===== config.mk =====
export PLATFORM = sky130hd
export DESIGN_NAME = plt_lookup_tables
export DESIGN_NICKNAME = d
export VERILOG_FILES = /design/src/hdl/plt_pkg.sv /design/src/hdl/plt_table_select.sv /design/src/hdl/plt_lookup_tables.sv
export SDC_FILE = /design/constraint.sdc
export NUM_CORES = 1
export LEC_CHECK = 0
export ABC_AREA = 1
export BUFFER_PORTS_ARGS = -buffer_cell sky130_fd_sc_hd__buf_4
export CELL_PAD_IN_SITES_DETAIL_PLACEMENT = 0
export CELL_PAD_IN_SITES_GLOBAL_PLACEMENT = 2
export CORE_ASPECT_RATIO = 0.5
export CORE_MARGIN = 2
export CORE_UTILIZATION = 27
export DETAILED_ROUTE_END_ITERATION = 16
export PLACE_DENSITY_LB_ADDON = 0.25
export SETUP_SLACK_MARGIN = 0.05
export SYNTH_ARGS = -nofsm -noshare
export SYNTH_HDL_FRONTEND = slang
export SYNTH_HIERARCHICAL = 1
export SYNTH_SLANG_ARGS = --single-unit

===== constraint.sdc =====
create_clock -name clk_i -period 2.5 [get_ports clk_i]
set_input_delay 0.625 -clock clk_i [delete_from_list [all_inputs] [get_ports clk_i]]
set_output_delay 0.625 -clock clk_i [all_outputs]
set_load 0.005 [all_outputs]

===== src/hdl/plt_pkg.sv =====
// Purpose: shared constants and types for the logic lookup tables
// Assumes: byte wide register port, mode fields supplied by the mode registers
// Notes: offsets, reset values, field positions and line numbers are the numbers used by the tables
`default_nettype none
package plt_pkg;

	// register offsets and reset values
	localparam logic [7:0] OFS_A_TWO_INPUT   = 8'h23;
	localparam logic [7:0] OFS_B_THREE_INPUT = 8'h24;
	localparam logic [7:0] RST_A_TWO_INPUT   = 8'h00;
	localparam logic [7:0] RST_B_THREE_INPUT = 8'h00;

	// field positions inside the bank a two input table
	localparam int A_HI_FIELD_LSB = 4;
	localparam int A_LO_FIELD_LSB = 0;

	// decoded line numbers and their selector fields
	localparam int LINE_A_HI_OUT = 6;
	localparam int LINE_A_HI_SEL = 4;
	localparam int LINE_A_LO_OUT = 2;
	localparam int LINE_A_LO_SEL = 0;
	localparam int LINE_B_HI_OUT = 15;
	localparam int LINE_B_HI_SEL = 12;

	// nibble logic mode encodings
	typedef enum logic [1:0] {
		MODE_GPIO       = 2'h0,
		MODE_TWO_TO_ONE = 2'h1,
		MODE_THREE_TO_1 = 2'h2,
		MODE_THREE_TO_2 = 2'h3
	} plt_mode_t;

	// register port request
	typedef struct packed {
		logic       wr_en;
		logic [7:0] addr;
		logic [7:0] wdata;
	} plt_reg_req_t;

	// per-line pin drive
	typedef struct packed {
		logic [15:0] out;
		logic [15:0] oe_n;
	} plt_pin_drive_t;

endpackage
`default_nettype wire


===== src/hdl/plt_table_select.sv =====
// Purpose: picks one truth table bit from a selector value
// Assumes: table width is two to the power of the selector width
// Notes: purely combinational
`timescale 1ns/1ps
`default_nettype none
module plt_table_select #(
	parameter int SEL_W = 2
) (
	input  wire logic [(1<<SEL_W)-1:0] table_i,
	input  wire logic [SEL_W-1:0]      sel_i,
	output logic                       bit_o
);

	// index the table by the selector value
	assign bit_o = table_i[sel_i];

endmodule
`default_nettype wire


===== src/hdl/plt_lookup_tables.sv =====
// Purpose: lookup table stage of the programmable logic for lines 6, 2 and 15
// Assumes: mode fields come from the mode registers; pins sampled synchronously
// Notes: decoded outputs follow their selectors with one cycle of latency
`timescale 1ns/1ps
`default_nettype none

module plt_lookup_tables (
	input  wire logic                    clk_i,
	input  wire logic                    resetn_i,
	input  wire plt_pkg::plt_reg_req_t   reg_req_i,
	output logic [7:0]                   reg_rdata_o,
	input  wire logic [1:0]              bank_a_upper_nibble_logic_mode_i,
	input  wire logic [1:0]              bank_a_lower_nibble_logic_mode_i,
	input  wire logic [1:0]              bank_b_upper_nibble_logic_mode_i,
	input  wire logic [15:0]             io_in_i,
	input  wire plt_pkg::plt_pin_drive_t gpio_drive_i,
	output plt_pkg::plt_pin_drive_t      io_drive_o
);

	logic [7:0]              bank_a_two_input_truth_table;
	logic [7:0]              bank_b_three_input_truth_table;
	logic                    a_hi_bit;
	logic                    a_lo_bit;
	logic                    b_hi_bit;
	logic                    a_hi_on;
	logic                    a_lo_on;
	logic                    b_hi_on;
	plt_pkg::plt_pin_drive_t next_drive;

	// mode decode for each nibble
	assign a_hi_on = bank_a_upper_nibble_logic_mode_i == plt_pkg::MODE_TWO_TO_ONE;
	assign a_lo_on = bank_a_lower_nibble_logic_mode_i == plt_pkg::MODE_TWO_TO_ONE;
	assign b_hi_on = bank_b_upper_nibble_logic_mode_i == plt_pkg::MODE_THREE_TO_1;

	// bank a truth table register
	always_ff @(posedge clk_i or negedge resetn_i) begin
		if (!resetn_i) begin
			bank_a_two_input_truth_table <= plt_pkg::RST_A_TWO_INPUT;
		end else if (reg_req_i.wr_en && reg_req_i.addr == plt_pkg::OFS_A_TWO_INPUT) begin
			bank_a_two_input_truth_table <= reg_req_i.wdata;
		end
	end

	// bank b truth table register
	always_ff @(posedge clk_i or negedge resetn_i) begin
		if (!resetn_i) begin
			bank_b_three_input_truth_table <= plt_pkg::RST_B_THREE_INPUT;
		end else if (reg_req_i.wr_en && reg_req_i.addr == plt_pkg::OFS_B_THREE_INPUT) begin
			bank_b_three_input_truth_table <= reg_req_i.wdata;
		end
	end

	// registered read back, unmapped offsets read zero
	always_ff @(posedge clk_i or negedge resetn_i) begin
		if (!resetn_i) begin
			reg_rdata_o <= 8'h00;
		end else begin
			unique case (reg_req_i.addr)
				plt_pkg::OFS_A_TWO_INPUT:   reg_rdata_o <= bank_a_two_input_truth_table;
				plt_pkg::OFS_B_THREE_INPUT: reg_rdata_o <= bank_b_three_input_truth_table;
				default:                    reg_rdata_o <= 8'h00;
			endcase
		end
	end

	// line 6 lookup from the upper half of the bank a table
	plt_table_select #(
		.SEL_W(2)
	) u_sel_a_hi (
		.table_i(bank_a_two_input_truth_table[plt_pkg::A_HI_FIELD_LSB +: 4]),
		.sel_i  (io_in_i[plt_pkg::LINE_A_HI_SEL +: 2]),
		.bit_o  (a_hi_bit)
	);

	// line 2 lookup from the lower half of the bank a table
	plt_table_select #(
		.SEL_W(2)
	) u_sel_a_lo (
		.table_i(bank_a_two_input_truth_table[plt_pkg::A_LO_FIELD_LSB +: 4]),
		.sel_i  (io_in_i[plt_pkg::LINE_A_LO_SEL +: 2]),
		.bit_o  (a_lo_bit)
	);

	// line 15 lookup from the bank b table
	plt_table_select #(
		.SEL_W(3)
	) u_sel_b_hi (
		.table_i(bank_b_three_input_truth_table),
		.sel_i  (io_in_i[plt_pkg::LINE_B_HI_SEL +: 3]),
		.bit_o  (b_hi_bit)
	);

	// pin drive: gpio by default, decoded lines override when enabled
	always_comb begin
		next_drive = gpio_drive_i;
		if (a_hi_on) begin
			next_drive.out[plt_pkg::LINE_A_HI_OUT]  = a_hi_bit;
			next_drive.oe_n[plt_pkg::LINE_A_HI_OUT] = 1'b0;
		end
		if (a_lo_on) begin
			next_drive.out[plt_pkg::LINE_A_LO_OUT]  = a_lo_bit;
			next_drive.oe_n[plt_pkg::LINE_A_LO_OUT] = 1'b0;
		end
		if (b_hi_on) begin
			next_drive.out[plt_pkg::LINE_B_HI_OUT]  = b_hi_bit;
			next_drive.oe_n[plt_pkg::LINE_B_HI_OUT] = 1'b0;
		end
	end

	// output stage, one cycle behind selectors and modes
	always_ff @(posedge clk_i or negedge resetn_i) begin
		if (!resetn_i) begin
			io_drive_o <= '{out: 16'h0000, oe_n: 16'hffff};
		end else begin
			io_drive_o <= next_drive;
		end
	end
endmodule
`default_nettype wire


# [Word-level counts from Yosys, hierarchy flattened]
# Index checks and enable logic that the tools add are counted.
[classes] magnitude_cmp=3 n_eq_ne=5 muxes=13 n_reduce_logical=2
[op_table] operator="8-bit by 6-bit == test with 1-bit output (second input constant)" count=2
[op_table] operator="8-bit one-hot mux with 2 select lines" count=1
[op_table] operator="1-bit 2-to-1 mux" count=9
[op_table] operator="2-bit by 3-bit < comparator with 1-bit output (second input constant)" count=2
[op_table] operator="1-bit binary-select mux with 2-bit select" count=2
[op_table] operator="2-bit by 1-bit == test with 1-bit output (second input constant)" count=2
[op_table] operator="3-bit by 4-bit < comparator with 1-bit output (second input constant)" count=1
[op_table] operator="1-bit binary-select mux with 3-bit select" count=1
[op_table] operator="2-bit == test (second input constant)" count=1
[op_table] operator="1-bit logical AND" count=2
[totals] register_bits=56 input_bits=73 output_inout_bits=40 elab_cells=28

# [Longest topological paths before layout]
[depth] depth_word=3 depth_mapped=8 depth_no_buf=8

# [Hierarchy]
# Netlist, hierarchy kept.
[by_module_without_submodules] mod="plt_lookup_tables" instances=1 cells_per_inst=178 area_each_um2=2031.9 seq_area_each_um2=1421.4
[by_module_without_submodules] mod="plt_table_select at u_sel_b_hi" instances=1 cells_per_inst=28 area_each_um2=110.1 seq_area_each_um2=0.0
[by_module_without_submodules] mod="plt_table_select at u_sel_a_hi ..." instances=2 cells_per_inst=13 area_each_um2=51.3 seq_area_each_um2=0.0

# [Least setup slack after synthesis]
# No wires, ideal clock.
[synth_timing] kind="input-to-reg" start="input port reg_req_i[11] (netlist bit)" end="register bank_b_three_input_truth_table[5]" setup_time_ps=65 t_arrival_ps=1232 required_time_ps=2435 setup_slack_ps=1203 stages=6 n_path_buf=1 cell_sequence="inv_1 > nand2_2 > nor2_4 > buf_6 > nand4_1 > nand2_1"
[synth_via] elab_chain_len=2
[synth_rtl] element="start: declaration" line_no="plt_lookup_tables.sv:10" rtl="input wire plt_pkg::plt_reg_req_t reg_req_i,"
[synth_rtl] element="8-bit by 6-bit == test with 1-bit output" line_no="plt_lookup_tables.sv:48" rtl="end else if (reg_req_i.wr_en && reg_req_i.addr == plt_pkg::OFS_B_THREE_INPUT) begin"
[synth_rtl] element="1-bit logical AND" line_no="plt_lookup_tables.sv:48"
[synth_rtl] element="end signal: assignment" line_no="plt_lookup_tables.sv:47" rtl="bank_b_three_input_truth_table <= plt_pkg::RST_B_THREE_INPUT;"
[synth_rtl] element="end signal: assignment" line_no="plt_lookup_tables.sv:49" rtl="bank_b_three_input_truth_table <= reg_req_i.wdata;"
[synth_rtl] element="end: declaration" line_no="plt_lookup_tables.sv:21" rtl="logic [7:0] bank_b_three_input_truth_table;"
# No other way between the ends.
# A chain may end at the register's enable or synchronous reset.

# [Final worst setup path]
[layout_timing] start="register io_drive_o[7] (netlist bit)" end="output port io_drive_o[7] (netlist bit)"
[layout_lines] element="start: declaration" line_no="plt_lookup_tables.sv:17" rtl="output plt_pkg::plt_pin_drive_t io_drive_o"
[layout_lines] element="start signal: assignment" line_no="plt_lookup_tables.sv:113" rtl="io_drive_o <= '{out: 16'h0000, oe_n: 16'hffff};"
[layout_lines] element="start signal: assignment" line_no="plt_lookup_tables.sv:115" rtl="io_drive_o <= next_drive;"
# No word-level cell between the ends.

==> out/metrics.cfg <==
[grt]
grt_antenna_before_repair=0
grt_max_degree=57
grt_util_all_layers_pct=12.1
grt_first_pass_wirelength_mm=8.57
via_count_of_the_first_global_routing_pass=1779
grt_overflow_total=0

[layout]
antennaDiodeCount=0
nNetsFinal=410
final_layout_size_suffix_gt1_share_pct=42.0
syn_to_final_growth_pct=44.8
n_fill_cell=817

[critical_path]
cpPeakStageDelay_ps=530
rr_startpoint=bank_b_three_input_truth_table[1]$_DFFE_PN0P_
reg2reg_to=io_drive_o[31]$_DFF_PN0_
critPathCaptureType=output pin
critical_path_required_time_ps=1880
startpoint_type=flip-flop
crit_path_max_fanout=1
cp_top_delay_family=flip-flops
critPathBufInv=1
timing.critical_path.depth=1
crit_arrival_ps=910
regToRegSetupSlack_ps=1540
crit_path_end=io_drive_o[7]
critical_path.slowest_cell=sky130_fd_sc_hd__dfstp_2
cp_cell_sequence=buf_4
rr_worst_depth=8
crit_path_start=io_drive_o[7]$_DFF_PN1_
timing_worst_setup_path_type=reg -> out

[sta]
finalCritPeriodShare_pct=61.3
finalClockSkew_ps=1.77
final.setup.tns_ps=0
max_freq_mhz=653
relative_slew_margins_pct=54.0
holdWs_ps=386
unrepaired_setup_endpoints_after_global_routing=no
final.min_clock_period_ps=1530
setup_viol_count_final=0
maxSlewViolCount=0
worst-slew-pin-transition_ps=689
hold_violations=0

[pwr]
power_total_mw=1.86
pwr_density_cell_nw_per_um2=572
p_sw_share_pct=22.1
worst_ir_drop_vdd_uv=235
p_switching_mw=0.411
internal_power_mw=1.45
clock_power_share_pct=35.9
p_seq_share_pct=52.4
leakagePower_nw=1.75
p_comb_share_pct=11.6

[routing]
dr_total_vias=1792
detailedRoute.firstIterationViolations=107
ant_nets=0
routed_wire_length_per_instance_um=11.7
drt_drc_violations_left=0
post_drt_via_cell_ratio=3.98
wirelength_mm=5.25
drt_first_pass_iters=4

[yosys]
postSynth.topFlopCell=sky130_fd_sc_hd__dfrtp_1
synthesis.yosys.warnings=6
synth.lib_cells_used.distinct=16
post-synth-top-area-cell=sky130_fd_sc_hd__dfrtp_1
leading_cell_type_by_number_of_instances_after_synthesis=sky130_fd_sc_hd__nand2_1
synthesis.area_per_instance_um2=9.68
syn_nets=305
synth.yosys.seq_area_share_pct=63.3
post_synth_and_or_nand_nor_area_fraction_pct=27.6
synth_edf_count=0
muxShareOfSynthArea_pct=0
synth_compound_area_share_pct=0.669
largest_family_of_logic_cells_by_synthesized_area=simple AND/OR/NAND/NOR gates
post_synth_xor_area_fraction_pct=0
async_reset_ff_share_pct=100
synth_register_bits=56
synthTopCellsByCount=80 x sky130_fd_sc_hd__nand2_1, 40 x sky130_fd_sc_hd__dfrtp_1, 32 x sky130_fd_sc_hd__inv_1, 24 x sky130_fd_sc_hd__nand3_1, 16 x sky130_fd_sc_hd__dfstp_2
synth_top_cells_by_area=sky130_fd_sc_hd__dfrtp_1 45%, sky130_fd_sc_hd__dfstp_2 19%, sky130_fd_sc_hd__nand2_1 13%, sky130_fd_sc_hd__nand3_1 5.4%, sky130_fd_sc_hd__inv_1 5.4%
postSynthCellCount=232
synth_top_cell_area_share_pct=44.6
synth_fa_ha_area_share_pct=0
syn_area_um2=2240

[cts]
cts_tree=done
cts_htree_levels=2
clock_latency_ps=280
postCtsSetupBuffers=0
tritoncts.num_buffers=5
cts.sinks=56
cts.hold.buffers_added=0
cts.reportedPaths.clkPinSlew_ps=60
ctsLongestPathBuffers=2
cts_resizes=0
root_buffer=sky130_fd_sc_hd__clkbuf_16

[floorplan]
die_w_um=133
die_area_um2=9100
number_of_standard_cell_rows_in_the_floorplan=23
num_io_pins=113
initial_core_utilization_pct=28.0
die_h_um=68.5
fp.coreArea_um2=8030

[run_status]
run_status=finished clean

[placed_design]
gp_congestion=0.764
post_dp_hpwl_mm=3.99
portBuffers=103

[worst_hold_path]
min_path_type=in -> async

[flow_run]
maxCapViolations=0

how the worst min path moves through the flow:
stage / slack [ps] / start / cells past startpoint / end
5_1_grt: 420 / gpio_drive_i[23] / 1 / io_drive_o[23]$_DFF_PN0_
3_3_place_gp: 480 / bank_a_two_input_truth_table[3]$_DFFE_PN0P_ / 2 / bank_a_two_input_truth_table[3]$_DFFE_PN0P_
2_1_floorplan: 330 / resetn_i / 0 / bank_a_two_input_truth_table[0]$_DFFE_PN0P_
6_report: 390 / resetn_i / 1 / io_drive_o[21]$_DFF_PN0_
4_1_cts: 410 / resetn_i / 1 / io_drive_o[18]$_DFF_PN0_
3_5_place_dp: 480 / bank_a_two_input_truth_table[3]$_DFFE_PN0P_ / 2 / bank_a_two_input_truth_table[3]$_DFFE_PN0P_
sequential cells by signal (all words and copies together), names as in the netlist:
name / cells
bank_a_two_input_truth_table: 8
bank_b_three_input_truth_table: 8
reg_rdata_o: 8
io_drive_o: 32
layout make-up:
cell class / count / area (um^2) / share of cell area [%]
multi-input cells: 134 / 636 / 19.6
clock buffers: 6 / 129 / 3.97
repair buffers: 103 / 773 / 23.8
flip-flops and latches: 56 / 1420 / 43.7
inverters: 37 / 139 / 4.27
clock inverters: 2 / 11.3 / 0.347
well taps: 112 / 140 / 4.31
placed cells by master, fill, tap and decap left out, drive strengths merged:
cell	synthesis	final
buf	5	103
clkbuf	0	6
inv	37	38
nand4	8	8
nand3	26	26
o21ai	3	3
nand2	84	84
dfrtp	40	40
dfstp	16	16
nor2	13	13
clkinv	0	1
power groups by stage:
stage | Combinational (mW) | Sequential, mW | Clock [mW]
floorplan | 0.0626 | 0.992 | 0
global placement | 0.217 | 0.991 | 0
detailed placement | 0.220 | 0.991 | 0
CTS | 0.221 | 0.974 | 0.696
global route | 0.244 | 0.978 | 0.741
finish | 0.216 | 0.974 | 0.668
metrics by stage:
step | setup WS [ps] | cell area [um^2] | util [%] | std cells
final | 967 | 3250 | 40.5 | 450
after global routing | 938 | 3250 | 40.5 | 450
after CTS | 955 | 3250 | 40.5 | 450
after detailed placement | 823 | 3110 | 38.7 | 442
after global placement | 829 | 3110 | 38.7 | 442
after floorplan | 1200 | 2240 | - | 232
logic make-up (layout without fill, tap and decap cells):
kind of cell,Yosys count,count (layout)
AO/OA/AOI/OAI,3,3
flip-flops,56,56
buffers and inverters,42,148
AND/OR/NAND/NOR,131,131
routing by layer:
metal | track usage (%) | vias to the layer above | share of wire (%)
met5 | 0 | - | 0
met3 | 3.63 | 2 | 7.4
met4 | 2.82 | 0 | 0.65
li1 | - | 923 | -
met2 | 19.3 | 68 | 42
met1 | 16.4 | 799 | 50
No activity file was read; power rests on OpenSTA's default activity.
